### config.mk
export PLATFORM = sky130hd
export DESIGN_NAME = logic_cell_gate_input_select
export DESIGN_NICKNAME = d
export VERILOG_FILES = /design/src/logic/gate_select_pkg.sv /design/src/logic/logic_cell_gate_input_select.sv
export SDC_FILE = /design/constraint.sdc
export NUM_CORES = 1
export LEC_CHECK = 0
export ABC_CLOCK_PERIOD_IN_PS = 1700
export BUFFER_PORTS_ARGS = -buffer_cell sky130_fd_sc_hd__buf_2
export CAP_MARGIN = 25
export CORE_UTILIZATION = 45
export DETAILED_ROUTE_END_ITERATION = 10
export GPL_TIMING_DRIVEN = 0
export PLACE_DENSITY_LB_ADDON = 0.15
export SYNTH_ARGS = -nofsm -noshare
export SYNTH_HDL_FRONTEND = slang
export SYNTH_SLANG_ARGS = --single-unit
### constraint.sdc
create_clock -name i_clock -period 1.7 [get_ports i_clock]
set_input_delay 0.51 -clock i_clock [delete_from_list [all_inputs] [get_ports i_clock]]
set_output_delay 0.51 -clock i_clock [all_outputs]
set_load 0.01 [all_outputs]
### src/logic/gate_select_pkg.sv
// constants for the logic cell gate input selection block
package gate_select_pkg;
    // register byte offsets on the bus
    localparam logic [7:0] GATE_ENABLE_OFFSET = 8'h00;
    localparam logic [7:0] CELL_CONTROL_OFFSET = 8'h04;
    localparam logic [7:0] SOURCE_SELECT_OFFSET = 8'h08;
    localparam logic [7:0] GATE_OUT_OFFSET = 8'h0c;
    // reset values
    localparam logic [31:0] GATE_ENABLE_RESET = 32'h0000_0000;
    localparam logic [3:0] GATE_INVERT_RESET = 4'h0;
    localparam logic [11:0] SOURCE_SELECT_RESET = 12'h000;
    // field layout: one byte per gate, two bits per source
    localparam int GATE_FIELD_WIDTH = 8;
    localparam int SOURCE_FIELD_WIDTH = 2;
    localparam int TRUE_BIT_POS = 1;
    localparam int INV_BIT_POS = 0;
    localparam int SELECT_WIDTH = 3;
    // gate output inversion bits in the control register
    localparam int INVERT_FIELD_POS = 16;
    // select fields are four bits apart in the select register
    localparam int SELECT_STRIDE = 4;
    // ahb transfer type and size codes
    localparam logic [1:0] HTRANS_NONSEQ = 2'h2;
    localparam logic [2:0] HSIZE_WORD = 3'h2;
endpackage : gate_select_pkg

### src/logic/logic_cell_gate_input_select.sv
// gate input selection stage of a configurable logic cell, ahb-lite slave
//
// Behaviour
// - bits 31:24 hold gate four enables, source four true first, source one inverted last.
// - bits 23:16 hold gate three enables in the same order.
// - bits 15:8 hold gate two enables, source four true at bit 15 down to source one inverted at bit 8.
// - bits 7:0 hold gate one enables, source four true at bit 7 down to source one inverted at bit 0.
// - a set true enable applies the uninverted source signal to its gate.
// - a set inverted enable applies the complement of the source signal to its gate.
// - a clear enable removes that form, and every enable is read/write and resets to zero.
// - each gate output is inverted by its polarity bit when set, else passed unchanged.
// - data source n is the output of selection multiplexer n driven by its three-bit select.
`timescale 1ns/1ns
`default_nettype none
module logic_cell_gate_input_select #(
    parameter int SOURCE_COUNT = 4,
    parameter int GATE_COUNT = 4,
    parameter int CHOICE_COUNT = 8
) (
    input wire logic i_clock,
    input wire logic i_reset_n,
    input wire logic hsel,
    input wire logic [31:0] haddr,
    input wire logic [1:0] htrans,
    input wire logic hwrite,
    input wire logic [2:0] hsize,
    input wire logic [31:0] hwdata,
    input wire logic hready,
    output logic [31:0] hrdata,
    output logic hreadyout,
    output logic hresp,
    input wire logic [CHOICE_COUNT*SOURCE_COUNT-1:0] i_choices,
    output logic [GATE_COUNT-1:0] o_gate_out
);
    // only the documented four-by-four arrangement with 3-bit selects fits
    if (SOURCE_COUNT != 4 || GATE_COUNT != 4 || CHOICE_COUNT != 8) begin : g_chk
        $error("logic_cell_gate_input_select supports 4 sources, 4 gates, 8 choices");
    end

    logic [31:0] gate_enable_r;
    logic [31:0] gate_enable_nxt;
    logic [3:0] gate_invert_r;
    logic [3:0] gate_invert_nxt;
    logic [11:0] source_select_r;
    logic [11:0] source_select_nxt;
    logic wr_pend_r;
    logic wr_pend_nxt;
    logic [7:0] addr_r;
    logic [7:0] addr_nxt;
    logic [31:0] rdata_r;
    logic [31:0] rdata_nxt;
    logic [3:0] gate_out_r;
    logic [3:0] gate_out_nxt;
    logic [3:0] source_val;
    logic [3:0] gate_raw;
    logic access;

    // select one of the eight choices of a multiplexer
    function automatic logic pick(input logic [7:0] choices,
                                  input logic [2:0] sel);
        pick = choices[sel];
    endfunction : pick

    // or of the enabled true and complemented sources for one gate byte
    function automatic logic gate_or(input logic [7:0] en,
                                     input logic [3:0] src);
        logic acc;
        acc = 1'b0;
        for (int s = 0; s < 4; s++) begin
            acc = acc
                | (en[s*gate_select_pkg::SOURCE_FIELD_WIDTH
                      + gate_select_pkg::TRUE_BIT_POS] & src[s])
                | (en[s*gate_select_pkg::SOURCE_FIELD_WIDTH
                      + gate_select_pkg::INV_BIT_POS] & ~src[s]);
        end
        gate_or = acc;
    endfunction : gate_or

    // data source multiplexers
    always_comb begin
        for (int n = 0; n < 4; n++) begin
            // selects are held packed, three bits per multiplexer
            source_val[n] = pick(i_choices[n*8 +: 8],
                source_select_r[n*gate_select_pkg::SELECT_WIDTH +: 3]);
        end
    end

    // gate byte n of the enable register feeds gate n
    always_comb begin
        for (int g = 0; g < 4; g++) begin
            gate_raw[g] = gate_or(
                gate_enable_r[g*gate_select_pkg::GATE_FIELD_WIDTH +: 8],
                source_val);
        end
        gate_out_nxt = gate_raw ^ gate_invert_r;
    end

    assign access = hsel & hready & (htrans == gate_select_pkg::HTRANS_NONSEQ);

    // bus address phase capture, write data phase and read data
    always_comb begin
        gate_enable_nxt = gate_enable_r;
        gate_invert_nxt = gate_invert_r;
        source_select_nxt = source_select_r;
        wr_pend_nxt = 1'b0;
        addr_nxt = addr_r;
        rdata_nxt = rdata_r;
        if (wr_pend_r) begin
            case (addr_r)
                gate_select_pkg::GATE_ENABLE_OFFSET: begin
                    gate_enable_nxt = hwdata;
                end
                gate_select_pkg::CELL_CONTROL_OFFSET: begin
                    gate_invert_nxt =
                        hwdata[gate_select_pkg::INVERT_FIELD_POS +: 4];
                end
                gate_select_pkg::SOURCE_SELECT_OFFSET: begin
                    // drop the unused gap bits so the fields pack to 12 bits
                    source_select_nxt = {hwdata[14:12], hwdata[10:8],
                        hwdata[6:4], hwdata[2:0]};
                end
                default: begin
                    gate_enable_nxt = gate_enable_r; // unmapped: ignored
                end
            endcase
        end
        if (access) begin
            addr_nxt = {haddr[7:2], 2'b00};
            wr_pend_nxt = hwrite;
            case ({haddr[7:2], 2'b00})
                gate_select_pkg::GATE_ENABLE_OFFSET: begin
                    rdata_nxt = gate_enable_nxt;
                end
                gate_select_pkg::CELL_CONTROL_OFFSET: begin
                    rdata_nxt = {12'h000, gate_invert_nxt, 16'h0000};
                end
                gate_select_pkg::SOURCE_SELECT_OFFSET: begin
                    rdata_nxt = {17'h00000, source_select_nxt[11:9], 1'b0,
                        source_select_nxt[8:6], 1'b0, source_select_nxt[5:3],
                        1'b0, source_select_nxt[2:0]};
                end
                gate_select_pkg::GATE_OUT_OFFSET: begin
                    rdata_nxt = {28'h0000000, gate_out_r};
                end
                default: begin
                    rdata_nxt = 32'h0000_0000;
                end
            endcase
        end
    end

    // register all state
    always_ff @(posedge i_clock or negedge i_reset_n) begin
        if (!i_reset_n) begin
            gate_enable_r <= gate_select_pkg::GATE_ENABLE_RESET;
            gate_invert_r <= gate_select_pkg::GATE_INVERT_RESET;
            source_select_r <= gate_select_pkg::SOURCE_SELECT_RESET;
            wr_pend_r <= 1'b0;
            addr_r <= 8'h00;
            rdata_r <= 32'h0000_0000;
            gate_out_r <= 4'h0;
        end else begin
            gate_enable_r <= gate_enable_nxt;
            gate_invert_r <= gate_invert_nxt;
            source_select_r <= source_select_nxt;
            wr_pend_r <= wr_pend_nxt;
            addr_r <= addr_nxt;
            rdata_r <= rdata_nxt;
            gate_out_r <= gate_out_nxt;
        end
    end

    assign hrdata = rdata_r;
    assign hreadyout = 1'b1; // zero wait states
    assign hresp = 1'b0;
    assign o_gate_out = gate_out_r;

    // gate one from enable bits, sources and inversion
    a_gate_one_out: assert property (@(posedge i_clock) disable iff (!i_reset_n)
        o_gate_out[0] == ($past(gate_or(gate_enable_r[7:0], source_val))
            ^ $past(gate_invert_r[0])))
        else $error("gate one output wrong");
    a_gate_four_out: assert property (@(posedge i_clock) disable iff (!i_reset_n)
        o_gate_out[3] == ($past(gate_or(gate_enable_r[31:24], source_val))
            ^ $past(gate_invert_r[3])))
        else $error("gate four output wrong");
    a_gate_three_byte: assert property (@(posedge i_clock) disable iff (!i_reset_n)
        ($past(gate_enable_r[23:16]) == 8'h00)
            |-> o_gate_out[2] == $past(gate_invert_r[2]))
        else $error("gate three not idle with no enables");
    a_gate_two_true: assert property (@(posedge i_clock) disable iff (!i_reset_n)
        ($past(gate_enable_r[15:8]) == 8'h80 && !$past(gate_invert_r[1]))
            |-> o_gate_out[1] == $past(source_val[3]))
        else $error("gate two source four true wrong");
    a_true_pass: assert property (@(posedge i_clock) disable iff (!i_reset_n)
        ($past(gate_enable_r[7:0]) == 8'h02 && !$past(gate_invert_r[0]))
            |-> o_gate_out[0] == $past(source_val[0]))
        else $error("true form not passed");
    a_inv_pass: assert property (@(posedge i_clock) disable iff (!i_reset_n)
        ($past(gate_enable_r[7:0]) == 8'h01 && !$past(gate_invert_r[0]))
            |-> o_gate_out[0] == !$past(source_val[0]))
        else $error("inverted form not passed");
    a_enable_write: assert property (@(posedge i_clock) disable iff (!i_reset_n)
        (wr_pend_r && addr_r == gate_select_pkg::GATE_ENABLE_OFFSET)
            |=> gate_enable_r == $past(hwdata))
        else $error("enable write lost");
    a_none_invert: assert property (@(posedge i_clock) disable iff (!i_reset_n)
        ($past(gate_enable_r) == 32'h0000_0000)
            |-> o_gate_out == $past(gate_invert_r))
        else $error("polarity with no inputs wrong");
    a_mux_pick: assert property (@(posedge i_clock) disable iff (!i_reset_n)
        source_val[0] == i_choices[source_select_r[2:0]])
        else $error("source one select wrong");
    // source four takes the top choice byte through the top select field
    a_mux_four: assert property (@(posedge i_clock) disable iff (!i_reset_n)
        source_val[3] == i_choices[24 + source_select_r[11:9]])
        else $error("source four select wrong");
    // a select write lands in the packed fields one edge later
    a_select_write: assert property (@(posedge i_clock)
        disable iff (!i_reset_n)
        (wr_pend_r && addr_r == gate_select_pkg::SOURCE_SELECT_OFFSET)
            |=> source_select_r == {$past(hwdata[14:12]),
                $past(hwdata[10:8]), $past(hwdata[6:4]),
                $past(hwdata[2:0])})
        else $error("select write lost");
    a_or_zero: assert property (@(posedge i_clock) disable iff (!i_reset_n)
        (gate_enable_r[15:8] == 8'h00) |-> !gate_raw[1])
        else $error("empty gate not zero");
endmodule : logic_cell_gate_input_select
`default_nettype wire

======== Word-level counts from Yosys, hierarchy flattened ========
Index checks and enable logic that the tools add are counted.
storage, ports and cells
  output and inout port bits .............. 38
  logic and storage cells ................. 102
  register bits after elaboration ......... 91
  input bits .............................. 106
cells by class
  bitwise logic cells ..................... 67
  reduce and logical (&&, ||, !) cells .... 2
  magnitude comparators ................... 4
  equality and inequality tests ........... 6
  mux-type cells .......................... 16
operators with widths
  cell                                                         count
  one-hot mux 32 bit (4 select lines)                          1
  2-to-1 mux 32 bit                                            2
  bitwise AND 1 bit                                            34
  OR 1 bit                                                     28
  2-to-1 mux 12 bit                                            2
  == test 6 x 2 -> 1 bit (second input constant)               3
  less-than comparator 3 x 4 -> 1 bit (second input constant)  4
  binary-select mux 1 bit (select 3 bit)                       4
  == test 6 x 1 -> 1 bit (second input constant)               2
  logical NOT 8 bit                                            1
  2-to-1 mux 4 bit                                             2
  logical NOT 6 bit                                            1
  2-to-1 mux 1 bit                                             5
  inverter 1 bit                                               4
  XOR 4 bit                                                    1
  == test 2 bit (second input constant)                        1

======== Depth between registers and ports, before layout ========
  depth in word-level cells ............... 12
  depth in mapped cells ................... 6

======== Least setup slack after synthesis ========
No wires, ideal clock.
  path type ............................... input to register
  start point ............................. in haddr[5]
  end point ............................... reg rdata_r[16] (netlist: hrdata[16])
  required time ........................... 1.604 ns
  setup time .............................. 0.096 ns
  slack ................................... -0.206 ns
  stages .................................. 6
  data arrival time ....................... 1.810 ns
  buffers on the path ..................... 2
  cells stage by stage .................... or4_1 buf_6 nor3_4 buf_6 a22oi_1 o31ai_1
between the ends
  cells in the longest elaborated chain, start to end .. 2
  elaborated cells on any way between the ends .. 5
  those cells by class .................... eq/ne (3); mux (1); reduce/logical (1)
RTL lines
  element                                               RTL line                             RTL
  from (decl)                                           logic_cell_gate_input_select.sv:23   input wire logic [31:0] haddr,
  == test 6 x 2 -> 1 bit, or another cell as far along  logic_cell_gate_input_select.sv:130  case ({haddr[7:2], 2'b00})
  one-hot mux 32 bit (4 select lines) (*)               logic_cell_gate_input_select.sv:130
  to (signal assigned)                                  logic_cell_gate_input_select.sv:168  rdata_r <= rdata_nxt;
  to (decl)                                             logic_cell_gate_input_select.sv:50   logic [31:0] rdata_r;
Mark *: on every way between the ends. The rest lies on a longest branch, timed or not.
A chain may end at the register's enable or synchronous reset.

======== Worst setup path after layout ========
  start point ............................. reg addr_r[7]
  end point ............................... reg rdata_r[2] (netlist: hrdata[2])
between the ends
  cells in the longest elaborated chain, start to end .. 4
  elaborated cells on any way between the ends .. 7
  those cells by class .................... eq/ne (1); mux (5); reduce/logical (1)
RTL lines
  element                              RTL line                             RTL
  from (decl)                          logic_cell_gate_input_select.sv:48   logic [7:0] addr_r;
  from (signal assigned)               logic_cell_gate_input_select.sv:167  addr_r <= addr_nxt;
  logical NOT 8 bit                    logic_cell_gate_input_select.sv:109  case (addr_r)
  2-to-1 mux 32 bit                    logic_cell_gate_input_select.sv:109
  2-to-1 mux 32 bit                    logic_cell_gate_input_select.sv:108  if (wr_pend_r) begin
  net gate_enable_nxt[2]               logic_cell_gate_input_select.sv:41   logic [31:0] gate_enable_nxt;
  one-hot mux 32 bit (4 select lines)  logic_cell_gate_input_select.sv:130
The timed path passes the listed nets, and every way through them passes these cells.

==> summary by stage <==
Outcome
The flow ran to the end, but the final reports show violations. The checks that failed: setup timing.

Drt
The detail route stage leaves a number of antenna-violating nets equal to 0. The count of unresolved DRC violations after routing is 0. In the routed layout, each cell is associated on average with a via count of about 5.4. The final layout contains routed wiring with a total length of ~10000 um. For this block, the via count after detailed routing is 3143. The first-pass iteration count of the detailed router is 4. The first-iteration detailed-routing DRC count is 96. The detailed-route wire length per cell is approximately 18 um.

Yosys
The share of synthesized area in the top cell type comes to around 54%. Synthesis produced ~330 cells. The cell area that synthesis handed to floorplanning was 4200 um^2. The most used flip-flop cell after synthesis is sky130_fd_sc_hd__dfrtp_1. The most area-hungry cell type in the Yosys netlist is sky130_fd_sc_hd__dfrtp_1. The post-synthesis share of cell area spent on full adders, half adders and majority gates is 0%. The number of storage elements in the synthesis netlist is around 90. In this run the mean area of a mapped cell was about 13 um^2. The number of distinct library cells after synthesis is 30. The share of flip-flops with an asynchronous set or reset is 100%. In this run, synthesis inferred 0 flip-flops with an integrated enable. The synthesized netlist devotes 9.56% of its cell area to compound gates. By area, the combinational part of the netlist is dominated by multiplexers. Of the total synthesized cell area, the portion taken by XOR and XNOR cells is less than 1%.

The area fraction in and, or, nand and nor cells after synthesis is just under 8%. Synthesis produced a netlist with a net count of approximately 430. The mux share of post-synthesis cell area is between 20% and 30%.

After synthesis, the cell types taking the most area are sky130_fd_sc_hd__dfrtp_1, sky130_fd_sc_hd__mux2_2, sky130_fd_sc_hd__mux2i_1. Sequential cells were found to cover roughly 54% of the synthesized design area. Yosys printed 0 warnings.

Floorplanning
The number of rows created at floorplan is 34. For this design the top-level I/O count stands at roughly 140. The floorplan step set the die width to around 99 um. The die covers between 9000 and 10000 um^2. The initial cell density of the core is roughly 47%. The core box area is 8890 um^2. The vertical extent of the die is slightly below 100 um.

Worst setup path
The startpoint-to-endpoint class of the critical path is reg -> reg. In this run the worst path has a maximum fanout of 4. The startpoint kind of the worst setup timing path is a flop. The register-to-register setup slack is -270 ps. Data on the critical path arrives at its endpoint at around 2200 ps. For the worst setup path, the data required time is between 1500 and 2000 ps. STA classifies the critical path endpoint as a flop.

Timing
The setup clock skew after layout is 9.10 ps. The worst hold-check slack is 140 ps. The final count of hold timing violations is 0. For the finished layout, the period the worst path requires is a little under 2000 ps. The highest achievable clock rate is around 500 MHz. The post-route fraction of the period consumed by the critical path is 116%. Across all setup checks in the final design, the least slack found is -267 ps. At the pin with the least slew margin, the transition time is about 800 ps. The relative slew slack is a little under half. The setup violation total in the final timing report is 35.

Setup repair after global routing could not meet its margin everywhere. The final number of max-transition violations is 0.

Pwr
The leakage power summed over all cells is 2.59 nW. The worst-case vdd ir drop is around 440 uV. The power per standard cell area is 875 nW/um^2.

Clock network
The number of sinks driven by the clock tree is 91. In this run the number of H-tree levels came out at 3. The clock tree from TritonCTS is done. Clock tree synthesis inserted a total of 9 buffers. The clock reaches the later pin of the worst-skew pair after approximately 360 ps.

The maximum count of clock buffers along a single path is 2. In this run the clock root is driven by a sky130_fd_sc_hd__clkbuf_8. Clock-pin slew was measured on the worst setup and hold paths at ~90 ps.

Finish
The final antenna diode count is 0. The relative area change from synthesis to final layout is 31.5%. The fraction of layout cells with a size suffix above 1 is approximately 56%. The area of all placed cells without fillers is 5530 um^2. The final-layout fill cell count is ~710.

In the final design database the tool counted between 500 and 600 nets.

Hold path
The path class of the lowest-slack min-delay path is in -> async.

Run
The number of maximum-capacitance violations is 0.

Placed design
The total placed instance area is approximately 5000 um^2. Detailed placement ended at an HPWL of 7320 um. The congestion estimate from routability-driven global placement came to ~0.8. The number of input and output port buffers inserted is about 110.

GRT
The number of antenna violations at the first check in global routing came to 0. The first global-routing pass estimated 16400 um of wire. Entering global routing, the biggest net connects between 40 and 50 pins. The via count of the first global-routing pass came to about 3200. Global routing finished with a remaining overflow of 0. In the global route stage, overall resource usage came out at 22.2%.
flip-flops by register name (all words and copies together) (netlist names):
register	count
o_gate_out	4
gate_invert_r	4
source_select_r	12
wr_pend_r	1
addr_r	6
hrdata	32
gate_enable_r	32
logic make-up (layout without fill, tap and decap cells):
logic type | after synthesis | after routing
flip-flops | 91 | 91
multiplexers | 90 | 90
AND/OR/NAND/NOR | 68 | 68
AO/OA/AOI/OAI | 49 | 49
buffers and inverters | 24 | 167
XOR/XNOR | 4 | 4
other | 2 | 2
path summary, 6_finish.rpt:
| check | from | to | cells after the start |
|---|---|---|---|
| worst min-delay path | i_reset_n | source_select_r[3] | 1 |
| worst min register to register | gate_invert_r[0] | o_gate_out[0] | 1 |
| min in group i_clock | haddr[4] | addr_r[4] | 2 |
| worst max register to register | addr_r[7] | hrdata[2] | 7 |
| max in group asynchronous | i_reset_n | gate_enable_r[19] | 2 |
| worst max-delay path | addr_r[7] | hrdata[2] | 7 |
placed cells by master, fill, tap and decap left out, types with 4 or more instances in the layout:
cell type,n
sky130_fd_sc_hd__clkbuf_1,8
sky130_fd_sc_hd__buf_8,4
sky130_fd_sc_hd__nand2_2,9
sky130_fd_sc_hd__nand2_1,38
sky130_fd_sc_hd__mux4_2,4
sky130_fd_sc_hd__buf_4,16
sky130_fd_sc_hd__nor2_1,4
sky130_fd_sc_hd__buf_2,110
sky130_fd_sc_hd__o31ai_2,10
sky130_fd_sc_hd__mux2i_2,4
sky130_fd_sc_hd__clkbuf_8,10
sky130_fd_sc_hd__dfrtp_1,88
sky130_fd_sc_hd__xor2_1,4
sky130_fd_sc_hd__mux2i_1,28
sky130_fd_sc_hd__o21ai_0,5
sky130_fd_sc_hd__a22oi_2,13
sky130_fd_sc_hd__nand4_1,5
sky130_fd_sc_hd__o21ai_1,8
sky130_fd_sc_hd__buf_6,8
sky130_fd_sc_hd__mux2_2,51
sky130_fd_sc_hd__o31ai_1,5
critical path, cell delays in order, from the launching register on:
cell,delay (ps)
sky130_fd_sc_hd__dfrtp_1,420
sky130_fd_sc_hd__nor3_4,230
sky130_fd_sc_hd__nand4b_1,190
sky130_fd_sc_hd__buf_6,180
sky130_fd_sc_hd__buf_6,120
sky130_fd_sc_hd__mux2_4,300
sky130_fd_sc_hd__a221oi_2,300
sky130_fd_sc_hd__o31ai_2,90
cells in the mapped netlist (2+ instances only):
cell                        n
sky130_fd_sc_hd__o21ai_0   15
sky130_fd_sc_hd__clkbuf_1   8
sky130_fd_sc_hd__conb_1     2
sky130_fd_sc_hd__and2_1     3
sky130_fd_sc_hd__nand4b_1   2
sky130_fd_sc_hd__a22o_1     3
sky130_fd_sc_hd__buf_2      9
sky130_fd_sc_hd__buf_6      3
sky130_fd_sc_hd__o31ai_2   10
sky130_fd_sc_hd__xor2_1     4
sky130_fd_sc_hd__mux2_2    54
sky130_fd_sc_hd__buf_4      3
sky130_fd_sc_hd__a221oi_2   2
sky130_fd_sc_hd__o31ai_1    5
sky130_fd_sc_hd__a22oi_1   13
sky130_fd_sc_hd__mux2i_1   32
sky130_fd_sc_hd__nor2_1     4
sky130_fd_sc_hd__mux4_2     4
sky130_fd_sc_hd__nand2_1   47
sky130_fd_sc_hd__nand4_1    5
sky130_fd_sc_hd__dfrtp_1   91
area by class of cell:
| cell class | count | area, um^2 | share of cell area [%] |
|---|---|---|---|
| multi-input cells | 213 | 1940 | 35.1 |
| well taps | 108 | 135 | 2.44 |
| repair buffers | 132 | 798 | 14.4 |
| flip-flops and latches | 91 | 2280 | 41.3 |
| plain buffers | 18 | 145 | 2.63 |
| clock buffers | 10 | 138 | 2.49 |
| inverters | 1 | 3.75 | 0.0679 |
| clock inverters | 6 | 87.6 | 1.58 |
where the power goes:
group / internal (mW) / leakage, nW / total [mW] / switching [mW]
Combinational: 0.372 / 1.33 / 0.700 / 0.329
Sequential: 2.35 / 1.14 / 2.48 / 0.132
Clock: 0.872 / 0.117 / 1.66 / 0.785
metal layers:
metal | global-route usage (%) | up-vias | part of all wire (%) | wire (um)
met5 | 0 | - | 0 | 0
met3 | 4.68 | 16 | 4.9 | 510
met1 | 29.7 | 1576 | 46 | 4800
met4 | 7.69 | 0 | 1.6 | 164
met2 | 36.2 | 88 | 47 | 4850
li1 | - | 1463 | - | -
timing repair:
action | in CTS | in global routing
gates resized for setup | 49 | 24
pin swaps | 10 | 9
endpoints found under the setup margin | 36 | 46
cloned | 2 | 1
buffers inserted | 9 | 7
hold buffers | 0 | 0
through the flow:
stage	cells	power [mW]	setup WS, ps	setup TNS [ps]	util [%]
after floorplan	328	2.85	-186	-4270	-
after global placement	548	3.11	-737	-81390	55.1
after detailed placement	549	3.14	-508	-15600	55.5
after CTS	573	4.81	-237	-3330	60.8
after global routing	579	5.03	-353	-8210	62.2
final	579	4.84	-267	-4770	62.2
Power figures use the tool's default switching activity.
